$ cat src/verilog/io_chan_defs.svh
// offsets, field positions, reset values and timing figures of the io channel block
`ifndef IO_CHAN_DEFS_SVH
`define IO_CHAN_DEFS_SVH

// pointer byte modes, upper nibble
`define MODE_CONFIG      4'h0
`define MODE_DAC_WRITE   4'h1
`define MODE_ADC_RB      4'h4
`define MODE_DAC_RB      4'h5
`define MODE_GPIO_RB     4'h6
`define MODE_REG_RB      4'h7

// control register indices, lower nibble in config mode
`define REG_ADC_SEQ      4'h2
`define REG_GP_CTRL      4'h3
`define REG_ADC_CFG      4'h4
`define REG_DAC_CFG      4'h5
`define REG_DEFER        4'h7
`define REG_GPO_CFG      4'h8
`define REG_GPO_DATA     4'h9
`define REG_GPI_CFG      4'ha
`define REG_PD_REF       4'hb
`define REG_SOFT_RESET   4'hf

`define SOFT_RESET_KEY   16'h0dac

// field positions
`define GP_DAC_RANGE_BIT 4
`define GP_ADC_RANGE_BIT 5
`define GP_LOCK_BIT      7
`define SEQ_TEMP_BIT     8
`define PD_REF_EN_BIT    9

// deferred update modes
`define DEFER_IMMEDIATE  2'h0
`define DEFER_HOLD       2'h1
`define DEFER_LOAD_ALL   2'h2

`define TEMP_CHAN_ID     4'h8

// reset values
`define REG16_RESET      16'h0000
`define REG8_RESET       8'h00

// timing
`define CLK_PERIOD_NS    100
`define ACQ_MIN_NS       500
`define CONV_NS          2000
`define TEMP_CONV_NS     5000

`endif

$ cat src/verilog/io_chan_pkg.sv
// types shared by the io channel control block
package io_chan_pkg;

    typedef enum logic [1:0] {
        SEQ_IDLE,
        SEQ_TRACK,
        SEQ_CONVERT
    } seq_state_t;

    typedef logic [11:0] dac_code_t;

endpackage : io_chan_pkg

$ cat src/verilog/configurable_io_channel_control.sv
// control logic of an eight-pin configurable dac / adc / gpio port
`timescale 1ns/10ps
`default_nettype none
`include "io_chan_defs.svh"

// Summary of operation
// RQ1: one dac range bit sets span of all eight dac channels together
// RQ2: dac codes are unsigned straight binary, 0 to 4095
// RQ3: without deferral a dac write reaches its output right after the write
// RQ4: deferred mode holds written codes until a load-all write updates all
// RQ5: host selects converted channels with a bitmask in the sequence register
// RQ6: sequence register write puts first selected channel into track
// RQ7: each sequenced channel tracks at least 500 ns before converting
// RQ8: conversion starts on the ack after the read slave address
// RQ9: sequencer steps mux to next selected channel; 12-bit, 2 us each; the temperature slot converts for 5 us instead
// RQ10: one adc range bit sets input span of all adc channels
// RQ11: adc results are unsigned straight binary
// RQ12: pin set as dac and adc stays a dac output but is converted
// RQ13: gpio input and output config bits make pins digital in or out
// RQ14: digital output pins follow the gpio output data register
// RQ15: host reads pin states with pointer byte 0b01100000
// RQ16: pins set both output and input show their state on readback
// RQ17: reference off after reset, on when enable bit 9 written one
// RQ18: falling edge on reset pin restores all registers and pin defaults
// RQ19: host waits up to 250 us after any reset before writing
// RQ20: host sends pointer 0x0f then 0x0d and 0xac for software reset
// RQ21: correct software reset key acts exactly like the reset pin
// RQ22: pointer upper nibble is the mode, lower nibble the selection
// RQ23: every write carries a pointer byte and two data bytes
// RQ24: with lock bit set, pin configuration writes are ignored
// RQ25: temperature bit appends a die temperature conversion, id 0b1000
// RQ26: each adc result word carries its channel identifier
// RQ27: an applied dac code stays until a new write or reset
module configurable_io_channel_control
    import io_chan_pkg::*;
#(
    parameter int NUM_CH = 8
) (
    // clock and reset
    input  wire logic                 i_core_clk,
    input  wire logic                 i_srst,
    input  wire logic                 i_reset_pin_n,
    // serial transfers, decoded
    input  wire logic                 i_wr_valid,
    input  wire logic [7:0]           i_wr_ptr,
    input  wire logic [15:0]          i_wr_data,
    input  wire logic                 i_ptr_valid,
    input  wire logic [7:0]           i_ptr,
    input  wire logic                 i_rd_addr_ack,
    output logic      [15:0]          o_rd_data,
    // io channel pins
    input  wire logic [NUM_CH-1:0]    i_pin_in,
    output logic      [NUM_CH-1:0]    o_pin_out,
    output logic      [NUM_CH-1:0]    o_pin_oe,
    output logic      [NUM_CH-1:0]    o_pin_pulldown,
    // dac side
    output logic      [NUM_CH-1:0]    o_dac_en,
    output logic      [NUM_CH*12-1:0] o_dac_code,
    output logic                      o_dac_gain2,
    // adc side
    output logic      [3:0]           o_adc_mux,
    output logic                      o_adc_track,
    output logic                      o_adc_convert,
    output logic                      o_adc_gain2,
    input  wire logic [11:0]          i_adc_code,
    // reference
    output logic                      o_ref_en
);

    localparam int ACQ_CYC =
        (`ACQ_MIN_NS + `CLK_PERIOD_NS - 1) / `CLK_PERIOD_NS;
    localparam int CONV_CYC  = `CONV_NS / `CLK_PERIOD_NS;
    localparam int TEMP_CYC  = `TEMP_CONV_NS / `CLK_PERIOD_NS;

    logic [15:0]         gp_ctrl_r;
    logic [15:0]         pd_ref_r;
    logic [8:0]          adc_seq_r;
    logic [NUM_CH-1:0]   adc_cfg_r;
    logic [NUM_CH-1:0]   dac_cfg_r;
    logic [NUM_CH-1:0]   gpo_cfg_r;
    logic [NUM_CH-1:0]   gpo_data_r;
    logic [NUM_CH-1:0]   gpi_cfg_r;
    logic [1:0]          defer_r;
    dac_code_t           dac_in_r  [NUM_CH];
    dac_code_t           dac_out_r [NUM_CH];
    logic [7:0]          rd_ptr_r;
    logic [15:0]         adc_res_r;
    logic                reset_pin_q_r;
    seq_state_t          seq_state_r;
    logic [3:0]          cur_ch_r;
    logic [7:0]          trk_cnt_r;
    logic [7:0]          conv_cnt_r;
    logic                start_pend_r;

    logic                cfg_wr;
    logic [3:0]          idx;
    logic                locked;
    logic                sw_key;
    logic                pin_fall;
    logic                reset_all;
    logic                dac_wr;
    logic [2:0]          wr_ch;
    logic                load_all;
    logic                seq_wr;
    logic                trk_done;
    logic                conv_start;
    logic                conv_end;
    logic [7:0]          conv_len;
    logic [15:0]         rd_data_nxt;

    // next selected channel after cur, wrapping; channel 8 is temperature
    function automatic logic [3:0] next_chan(input logic [8:0] mask,
                                             input logic [3:0] cur);
        logic [3:0] res;
        logic       found;
        int         j;
        res   = cur;
        found = 1'b0;
        for (int i = 1; i <= 9; i++) begin
            j = (int'(cur) + i) % 9;
            if (!found && mask[j]) begin
                res   = 4'(j);
                found = 1'b1;
            end
        end
        return res;
    endfunction : next_chan

    // reset pin, software key and core reset all restore defaults
    assign pin_fall  = reset_pin_q_r & ~i_reset_pin_n;          // RQ18
    assign cfg_wr    = i_wr_valid && i_wr_ptr[7:4] == `MODE_CONFIG; // RQ22
    assign idx       = i_wr_ptr[3:0];
    assign sw_key    = cfg_wr && idx == `REG_SOFT_RESET &&
                       i_wr_data == `SOFT_RESET_KEY;             // RQ21
    assign reset_all = i_srst | pin_fall | sw_key;
    assign locked    = gp_ctrl_r[`GP_LOCK_BIT];
    assign dac_wr    = i_wr_valid && i_wr_ptr[7:4] == `MODE_DAC_WRITE;
    assign wr_ch     = i_wr_ptr[2:0];
    assign load_all  = cfg_wr && idx == `REG_DEFER &&
                       i_wr_data[1:0] == `DEFER_LOAD_ALL;        // RQ4
    assign seq_wr    = cfg_wr && idx == `REG_ADC_SEQ;

    always_ff @(posedge i_core_clk) begin
        if (i_srst) begin
            reset_pin_q_r <= 1'b1;
        end else begin
            reset_pin_q_r <= i_reset_pin_n;
        end
    end

    // general control, reference and deferral registers
    always_ff @(posedge i_core_clk) begin
        if (reset_all) begin
            gp_ctrl_r <= `REG16_RESET;
            pd_ref_r  <= `REG16_RESET;                           // RQ17
            defer_r   <= `DEFER_IMMEDIATE;
        end else if (cfg_wr) begin
            if (idx == `REG_GP_CTRL) begin
                gp_ctrl_r <= i_wr_data;                          // RQ1 RQ10
            end
            if (idx == `REG_PD_REF) begin
                pd_ref_r <= i_wr_data;                           // RQ17
            end
            if (idx == `REG_DEFER && !load_all) begin
                defer_r <= i_wr_data[1:0];
            end
        end
    end

    // pin configuration, ignored while locked; gpio output data, written even while locked
    always_ff @(posedge i_core_clk) begin
        if (reset_all) begin
            adc_cfg_r  <= `REG8_RESET;
            dac_cfg_r  <= `REG8_RESET;
            gpo_cfg_r  <= `REG8_RESET;
            gpi_cfg_r  <= `REG8_RESET;
            gpo_data_r <= `REG8_RESET;
        end else if (cfg_wr) begin
            if (!locked) begin                                   // RQ24
                case (idx)
                    `REG_ADC_CFG: adc_cfg_r <= i_wr_data[NUM_CH-1:0];
                    `REG_DAC_CFG: dac_cfg_r <= i_wr_data[NUM_CH-1:0];
                    `REG_GPO_CFG: gpo_cfg_r <= i_wr_data[NUM_CH-1:0]; // RQ13
                    `REG_GPI_CFG: gpi_cfg_r <= i_wr_data[NUM_CH-1:0]; // RQ13
                    default: ;
                endcase
            end
            if (idx == `REG_GPO_DATA) begin
                gpo_data_r <= i_wr_data[NUM_CH-1:0];             // RQ14
            end
        end
    end

    // dac input and output registers
    always_ff @(posedge i_core_clk) begin
        if (reset_all) begin
            for (int c = 0; c < NUM_CH; c++) begin
                dac_in_r[c]  <= '0;
                dac_out_r[c] <= '0;
            end
        end else if (load_all) begin
            for (int c = 0; c < NUM_CH; c++) begin
                dac_out_r[c] <= dac_in_r[c];                     // RQ4
            end
        end else if (dac_wr) begin
            dac_in_r[wr_ch] <= i_wr_data[11:0];                  // RQ2
            if (defer_r != `DEFER_HOLD) begin
                dac_out_r[wr_ch] <= i_wr_data[11:0];             // RQ3 RQ27
            end
        end
    end

    // adc sequencer
    assign trk_done   = trk_cnt_r >= 8'(ACQ_CYC);                // RQ7
    assign conv_start = seq_state_r == SEQ_TRACK && trk_done &&
                        (i_rd_addr_ack || start_pend_r);         // RQ8
    assign conv_len   = (cur_ch_r == `TEMP_CHAN_ID) ? 8'(TEMP_CYC)
                                                    : 8'(CONV_CYC);
    assign conv_end   = seq_state_r == SEQ_CONVERT &&
                        conv_cnt_r == conv_len - 8'h01;          // RQ9

    always_ff @(posedge i_core_clk) begin
        if (reset_all) begin
            adc_seq_r <= '0;
        end else if (seq_wr) begin
            adc_seq_r <= i_wr_data[8:0];                         // RQ5 RQ25
        end
    end

    always_ff @(posedge i_core_clk) begin
        if (reset_all) begin
            seq_state_r <= SEQ_IDLE;
            cur_ch_r    <= '0;
            trk_cnt_r   <= '0;
            conv_cnt_r  <= '0;
        end else if (seq_wr) begin
            trk_cnt_r  <= '0;
            conv_cnt_r <= '0;
            if (i_wr_data[8:0] != 9'h000) begin
                seq_state_r <= SEQ_TRACK;                        // RQ6
                cur_ch_r    <= next_chan(i_wr_data[8:0], `TEMP_CHAN_ID);
            end else begin
                seq_state_r <= SEQ_IDLE;
            end
        end else begin
            case (seq_state_r)
                SEQ_TRACK: begin
                    if (conv_start) begin
                        seq_state_r <= SEQ_CONVERT;
                        conv_cnt_r  <= '0;
                    end else if (!trk_done) begin
                        trk_cnt_r <= trk_cnt_r + 8'h01;
                    end
                end
                SEQ_CONVERT: begin
                    if (conv_end) begin
                        seq_state_r <= SEQ_TRACK;
                        trk_cnt_r   <= '0;
                        cur_ch_r    <= next_chan(adc_seq_r, cur_ch_r); // RQ9
                    end else begin
                        conv_cnt_r <= conv_cnt_r + 8'h01;
                    end
                end
                default: seq_state_r <= SEQ_IDLE;
            endcase
        end
    end

    // an ack that arrives early is kept until tracking is long enough
    always_ff @(posedge i_core_clk) begin
        if (reset_all || seq_wr) begin
            start_pend_r <= 1'b0;
        end else if (seq_state_r != SEQ_IDLE) begin
            start_pend_r <= i_rd_addr_ack | (start_pend_r & ~conv_start);
        end
    end

    always_ff @(posedge i_core_clk) begin
        if (reset_all) begin
            adc_res_r <= '0;
        end else if (conv_end) begin
            adc_res_r <= {cur_ch_r, i_adc_code};                 // RQ11 RQ26
        end
    end

    // readback pointer and data word
    always_ff @(posedge i_core_clk) begin
        if (reset_all) begin
            rd_ptr_r <= '0;
        end else if (i_ptr_valid) begin
            rd_ptr_r <= i_ptr;                                   // RQ22
        end
    end

    always_comb begin
        rd_data_nxt = '0;
        case (rd_ptr_r[7:4])
            `MODE_ADC_RB: rd_data_nxt = adc_res_r;
            `MODE_DAC_RB: rd_data_nxt = {1'b1, rd_ptr_r[2:0],
                                         dac_out_r[rd_ptr_r[2:0]]};
            `MODE_GPIO_RB: rd_data_nxt = 16'(i_pin_in & gpi_cfg_r); // RQ16
            `MODE_REG_RB: begin
                case (rd_ptr_r[3:0])
                    `REG_ADC_SEQ:  rd_data_nxt = 16'(adc_seq_r);
                    `REG_GP_CTRL:  rd_data_nxt = gp_ctrl_r;
                    `REG_ADC_CFG:  rd_data_nxt = 16'(adc_cfg_r);
                    `REG_DAC_CFG:  rd_data_nxt = 16'(dac_cfg_r);
                    `REG_DEFER:    rd_data_nxt = 16'(defer_r);
                    `REG_GPO_CFG:  rd_data_nxt = 16'(gpo_cfg_r);
                    `REG_GPO_DATA: rd_data_nxt = 16'(gpo_data_r);
                    `REG_GPI_CFG:  rd_data_nxt = 16'(gpi_cfg_r);
                    `REG_PD_REF:   rd_data_nxt = pd_ref_r;
                    default:       rd_data_nxt = '0;
                endcase
            end
            default: rd_data_nxt = '0;
        endcase
    end

    always_ff @(posedge i_core_clk) begin
        if (reset_all) begin
            o_rd_data <= '0;
        end else begin
            o_rd_data <= rd_data_nxt;
        end
    end

    // pin and analog controls; dac wins over gpio drive
    always_comb begin
        for (int c = 0; c < NUM_CH; c++) begin
            o_dac_code[c*12 +: 12] = dac_out_r[c];
        end
    end

    assign o_dac_en       = dac_cfg_r;                           // RQ12
    assign o_pin_oe       = gpo_cfg_r & ~dac_cfg_r;              // RQ12 RQ13
    assign o_pin_out      = gpo_data_r & o_pin_oe;               // RQ14
    assign o_pin_pulldown = ~(dac_cfg_r | adc_cfg_r | gpo_cfg_r |
                              gpi_cfg_r);                        // RQ18
    assign o_dac_gain2    = gp_ctrl_r[`GP_DAC_RANGE_BIT];        // RQ1
    assign o_adc_gain2    = gp_ctrl_r[`GP_ADC_RANGE_BIT];        // RQ10
    assign o_ref_en       = pd_ref_r[`PD_REF_EN_BIT];            // RQ17
    assign o_adc_mux      = cur_ch_r;
    assign o_adc_track    = seq_state_r == SEQ_TRACK;
    assign o_adc_convert  = seq_state_r == SEQ_CONVERT;
endmodule : configurable_io_channel_control
`default_nettype wire

$ cat config.mk
export PLATFORM = sky130hd
export DESIGN_NAME = configurable_io_channel_control
export DESIGN_NICKNAME = d
export VERILOG_FILES = /design/src/verilog/io_chan_pkg.sv /design/src/verilog/configurable_io_channel_control.sv
export VERILOG_INCLUDE_DIRS = /design/src /design/src/verilog
export SDC_FILE = /design/constraint.sdc
export NUM_CORES = 1
export LEC_CHECK = 0
export BUFFER_PORTS_ARGS = -buffer_cell sky130_fd_sc_hd__buf_2
export CORE_MARGIN = 4
export CORE_UTILIZATION = 47
export CTS_BUF_LIST = sky130_fd_sc_hd__clkbuf_4
export DETAILED_ROUTE_END_ITERATION = 8
export HOLD_SLACK_MARGIN = 0.03
export PLACE_DENSITY = 0.65
export SLEW_MARGIN = 20
export SYNTH_ARGS = -nofsm -noshare
export SYNTH_HDL_FRONTEND = slang
export SYNTH_SLANG_ARGS = --single-unit
$ cat constraint.sdc
create_clock -name i_core_clk -period 10.9 [get_ports i_core_clk]
set_input_delay 1.09 -clock i_core_clk [delete_from_list [all_inputs] [get_ports i_core_clk]]
set_output_delay 1.09 -clock i_core_clk [all_outputs]
set_load 0.02 [all_outputs]
Word level (Yosys, flattened, before mapping). Memory sizes are Yosys's and may differ from the RTL's. A register that Yosys moved wholly into a read port is not among the register bits. Cells that the tools add are included.

Bits in registers: 147. Memories: 2. Bits in writable memories: 192. Input port bits: 58. Logic and storage cells: 348.

Mux-type cells: 166. Bitwise operators: 24. Add/subtract/negate cells: 12. Reduce and logical (&&, ||, !) cells: 68. Eq/ne operators: 39. Magnitude comparators: 10. Divide/modulo/power cells: 9.

Memories: dac_in_r (words 8, bits a word 12, rd ports 8, clocked after memory_dff 0, wr ports 8, RTL line configurable_io_channel_control.sv:84) `dac_code_t dac_in_r [NUM_CH];`; dac_out_r (words 8, bits a word 12, rd ports 9, clocked after memory_dff 1, wr ports 8, RTL line configurable_io_channel_control.sv:85) `dac_code_t dac_out_r [NUM_CH];`.

Operators by type and width (count): $lt 32x6->1 const B (9); $mod 32x5->32 const B (9); $pmux 16 s9 (1); $mux 12 (10); $mux 1 (107); $mux 4 (22); $pmux 16 s4 (1); $eq 4x3->1 const B (10); $eq 4x4->1 const B (10); $mux 8 (5); $bmux 1 s4 (9); $pmux 8 s2 (2); $logic_and 1x1->1 (27); $and 8x8->8 (3); $or 8x8->8 (3); $reduce_or 12->1 (2); $add 4x3->5 const B (4); $logic_not 1->1 (17); $add 8x1->8 const B (2); $eq 16x12->1 const B (1); $eq 4x2->1 const B (4); $not 8->8 (2); $reduce_and 3->1 (5); $mux 3 (4); other kinds (26) (59).

Depth between registers and ports, before layout.
Depth after elaboration: 65. Gate-level depth with buffers: 28. Mapped depth without buffers: 23.

Least setup slack after synthesis. No wires, ideal clock.

Kind: reg2reg. From: register cur_ch_r[0] (netlist: o_adc_mux[0]). To: register cur_ch_r[3] (netlist: o_adc_mux[3]). Stages on the path, launching flop included: 28. Path buffers: 6. Slack: 4.063 ns. Data arrival time: 6.706 ns. Library setup time: 0.130 ns. Path through: dfxtp_1 > buf_2 > clkbuf_1 > clkbuf_1 > buf_1 > clkbuf_1 > inv_1 > ha_1 > inv_1 > clkbuf_1 > ha_1 > nor2_1 > nand2_1 > o21ai_1 > xnor2_1 > inv_1 > ha_1 > or3b_1 > a221o_1 > nor4bb_1 > a31o_1 > a31o_2 > a21oi_4 > nand4_1 > and2_0 > a211o_1 > a221oi_2 > o22ai_1.

Longest elaborated chain between the ends: 65. Elaborated cells on any way between the ends: 121. Classes of those cells: add/sub: 10; div: 9; eq/ne: 2; mux: 80; reduce/logical: 20.

Ends and longest elaborated chain: start: declaration (RTL line configurable_io_channel_control.sv:90) `logic [3:0] cur_ch_r;`; start signal: assignment (RTL line configurable_io_channel_control.sv:241) `` cur_ch_r <= next_chan(i_wr_data[8:0], `TEMP_CHAN_ID); ``; start signal: assignment (RTL line configurable_io_channel_control.sv:259) `cur_ch_r <= next_chan(adc_seq_r, cur_ch_r);`; $add 4x1->5 (RTL line configurable_io_channel_control.sv:120) `j = (int'(cur) + i) % 9;`; $mod 32x5->32 (RTL line configurable_io_channel_control.sv:120); $bmux 1 s4 (RTL line configurable_io_channel_control.sv:121) `if (!found && mask[j]) begin`; $mux 1 (not written as such) (2 in series) (RTL line configurable_io_channel_control.sv:121); $mux 1 (RTL line configurable_io_channel_control.sv:121); $mux 1 (RTL line configurable_io_channel_control.sv:256) `if (conv_end) begin`; $mux 1 (RTL line configurable_io_channel_control.sv:246) `case (seq_state_r)`; $mux 1 (RTL line configurable_io_channel_control.sv:236) `end else if (seq_wr) begin`; [48 not listed]; $mux 1 (RTL line configurable_io_channel_control.sv:236); $mux 1 (RTL line configurable_io_channel_control.sv:231) `if (reset_all) begin`; $logic_not 1->1 (RTL line configurable_io_channel_control.sv:121); $logic_and 1x1->1 (RTL line configurable_io_channel_control.sv:121); $mux 4 (RTL line configurable_io_channel_control.sv:121); $mux 4 (RTL line configurable_io_channel_control.sv:256); $mux 4 (RTL line configurable_io_channel_control.sv:246); $mux 4 (RTL line configurable_io_channel_control.sv:236).

Several ways; a longest one is shown, not always the timed one. The select of a mux whose other input is x is not followed. A chain may end at the register's enable or synchronous reset.

Final worst setup path.
From: register cur_ch_r[0] (netlist: o_adc_mux[0]). To: register cur_ch_r[1] (netlist: o_adc_mux[1]).

Same word-level chain as after synthesis.

==> results.py <==
metrics = {
    "status": {
        "run_status": "completed",
    },
    "die": {
        "die_area_mm2": 0.0480,
        "coreArea_mm2": 0.0441,
        "initial_core_util_pct": 47.4,
        "die_y_um": 219,
        "io_pins": 211,
        "rows": 77,
        "die_width_um": 219,
    },
    "sta": {
        "slew_violations": 0,
        "hold_viol": 0,
        "whs_ns": 0.457,
        "worstMarginPinSlew_ns": 1.26,
        "slew_headroom_pct": 15.1,
        "rsz0062_at_grt": "false",
        "setup_violations": 0,
        "max_clock_freq_mhz": 148,
        "fin_skew_ns": 0.0376,
        "finalCritPeriodShare_pct": 62.1,
        "fin_crit_ns": 6.77,
        "setup_tns_ns": 0,
        "worst_slack_ns": 4.13,
    },
    "global_route": {
        "first_global_vias": 17700,
        "grt_max_degree": 73,
        "grt_pass1_wl_mm": 105,
        "track_usage_pct": 28.4,
        "grt_antenna_before_repair": 4,
        "overflow": 0,
    },
    "clock_tree": {
        "cts_made_buffers": 88,
        "clock_path_buffers": 3,
        "hold_buffers": 0,
        "post_cts_buffers": 0,
        "cts_tree": "done",
        "path_clk_slew_ns": 0.08,
        "post_cts_resized": 0,
        "clkSinkCount": 342,
        "root_buffer": "clkbuf_4",
        "clock_latency_ns": 0.82,
        "cts-htree-levels": 3,
    },
    "worst_setup_path": {
        "r2r_cells": 22,
        "crit_type": "reg -> reg",
        "worst_ep_required_time_ns": 11.59,
        "cp-start-kind": "register",
        "worstPathMaxFanout": 33,
        "end_kind": "register",
        "r2r_setup_slack_ns": 4.13,
        "arrival_ns": 7.45,
    },
    "synth": {
        "syn-instance-count": 2233,
        "syn_area_per_cell_um2": 9.37,
        "ys_seq_elements": 342,
        "synth_flop_cell": "edfxtp_1",
        "ys_types": 111,
        "async_flop_share_pct": 0,
        "ys_seq_area_share_pct": 41.9,
        "netlist_area_mm2": 0.0209,
        "synth_top_area_cell": "edfxtp_1",
        "syn_nets": 2351,
        "ys_warn_count": 0,
        "synth_area_leaders": "edfxtp_1 (28%), dfxtp_1 (14%), nand2_1 (5.4%)",
        "synth-edff-count": 192,
        "yosysTopAreaCellShare_pct": 27.5,
    },
    "drt": {
        "drtPass1Iterations": 7,
        "vias": 18800,
        "wl_per_cell_um": 23.1,
        "drt_wl_total_mm": 70.7,
        "drt_iter0_markers": 2006,
        "drc": 0,
        "antenna_left": 0,
        "viasPerCell": 6.14,
    },
    "min_path": {
        "min_path_type": "reg -> reg",
        "whs_path_depth": 2,
    },
    "cells_and_area": {
        "area_growth_pct": 12.2,
        "stdcell_area_mm2": 0.0235,
        "layout-drive-gt1-share_pct": 20.1,
        "nets": 2510,
    },
    "place": {
        "dpl_worst_slack_ns": 4.28,
        "place_congestion": 0.952,
        "portBuffers": 210,
        "placed_cell_area_mm2": 0.0223,
        "post-dp-hpwl_mm": 49.8,
    },
    "pwr": {
        "leakagePower_nw": 8.97,
        "irDropWorstVdd_mv": 0.127,
        "p_per_area_mw_per_mm2": 117,
    },
    "job": {
        "maxCapViolCount": 0,
    },
}
## placed cells by master (no fill, tap or decap), types with 20 or more instances in the layout
cell type | netlist | layout
xnor2_1 | 29 | 29
nor4_1 | 22 | 20
buf_4 | 4 | 37
buf_2 | 11 | 210
inv_1 | 42 | 42
nand3_1 | 38 | 38
mux4_2 | 34 | 34
nor3_1 | 51 | 51
clkbuf_4 | 0 | 125
o21ai_0 | 91 | 88
nor2_1 | 141 | 140
ha_1 | 60 | 60
a22o_1 | 83 | 83
edfxtp_1 | 192 | 192
a32oi_1 | 21 | 21
mux2_2 | 20 | 20
nor2b_1 | 45 | 45
clkinv_1 | 2 | 22
nand2_1 | 300 | 300
mux2i_1 | 65 | 65
and2_1 | 107 | 107
a21oi_1 | 150 | 150
nand2b_1 | 37 | 37
dfxtp_1 | 150 | 148
## power by group
group          internal, W  total [W]  switching [W]
sequential         0.00140    0.00143      0.0000300
clock             0.000578    0.00113       0.000556
combinational    0.0000505   0.000188       0.000138
## worst max-delay path, stage by stage, from the launching register on
cell      delay [ns]
dfxtp_2         0.32
buf_4           0.33
inv_1           0.28
ha_1            0.64
ha_1            0.33
nor2_1          0.39
o211ai_1        0.32
a21o_1          0.30
and2_1          0.24
ha_1            0.27
nor2_1          0.12
o21a_1          0.15
o21ai_0         0.08
a21oi_1         0.86
a31oi_1         0.19
xnor2_1         0.23
nor3_1          0.36
a311o_1         0.38
nand2_1         0.12
o31ai_1         0.21
a221o_1         0.18
a41oi_1         0.05
a221o_1         0.27
## stage by stage
| step | total power (W) | std cells | utilization, % |
|---|---|---|---|
| 2_1_floorplan | 0.00154 | 2233 | - |
| 3_3_place_gp | 0.00164 | 2894 | 50.6 |
| 3_5_place_dp | 0.00164 | 2894 | 50.6 |
| 4_1_cts | 0.00276 | 3050 | 53.2 |
| 5_1_grt | 0.00284 | 3055 | 53.2 |
| 6_report | 0.00275 | 3057 | 53.2 |
## cells in the mapped netlist, types with 11 or more instances
cell type and n:
nand2b_1 37, a31oi_1 16, o31ai_1 13, inv_1 42, o21ai_0 91, or3_1 15
nand3_1 38, xor2_1 12, o211ai_1 11, nor4_1 22, a32oi_1 21, nand2_1 300
nand4_1 13, a21oi_1 150, and2_1 107, xnor2_1 29, mux4_2 34, buf_2 11
mux2i_1 65, ha_1 60, edfxtp_1 192, nor2b_1 45, a211oi_1 16, a22o_1 83
nor2_1 141, clkbuf_1 147, o21a_1 18, nor3b_1 13, a22oi_1 14, nor3_1 51
buf_1 15, mux2_2 20, a221oi_1 12, dfxtp_1 150, a21boi_0 13
## routing by layer
| metal | vias up | share of wire, % | global-route usage, % |
|---|---|---|---|
| met5 | - | 0.018 | 0 |
| met4 | 2 | 2.6 | 8.51 |
| met3 | 131 | 9.0 | 5.95 |
| met2 | 973 | 45 | 44.0 |
| met1 | 9055 | 43 | 40.4 |
| li1 | 8616 | - | - |
## sequential cells by signal (all words and copies together) (netlist names), 9 cells and up, named ones only
register   cells
gp_ctrl_r     16
o_rd_data     16
dac_in_r      96
dac_out_r     96
pd_ref_r      16
adc_res_r     16
adc_seq_r      9
## logic make-up after synthesis
group | count (synthesis) | synth area share (%)
DFF | 342 | 41.9
and+or+nand+nor | 849 | 20.3
muxes | 119 | 7.84
buffers and inverters | 226 | 4.23
AOI/OAI and AO/OA | 592 | 20.0
xor gates and xnor gates | 45 | 2.08
adders and majority gates | 60 | 3.59
## final timing paths
kind,start,endpoint
setup / recovery,o_adc_mux[0],o_adc_mux[1]
hold reg to reg,pd_ref_r[0],pd_ref_r[0]
setup reg to reg,o_adc_mux[0],o_adc_mux[1]
hold / removal,pd_ref_r[0],pd_ref_r[0]
## final cells by class
| type | instances | area, um^2 |
|---|---|---|
| Clock buffer | 125 | 938 |
| Antenna cell | 7 | 17.5 |
| Sequential cell | 342 | 8770 |
| Tap cell | 592 | 741 |
| Multi-Input combinational cell | 1665 | 11300 |
| Timing Repair Buffer | 247 | 1330 |
| Clock inverter | 31 | 185 |
| Fill cell | 4116 | 20600 |
| Inverter | 48 | 180 |
No activity file was read; power rests on OpenSTA's default activity.
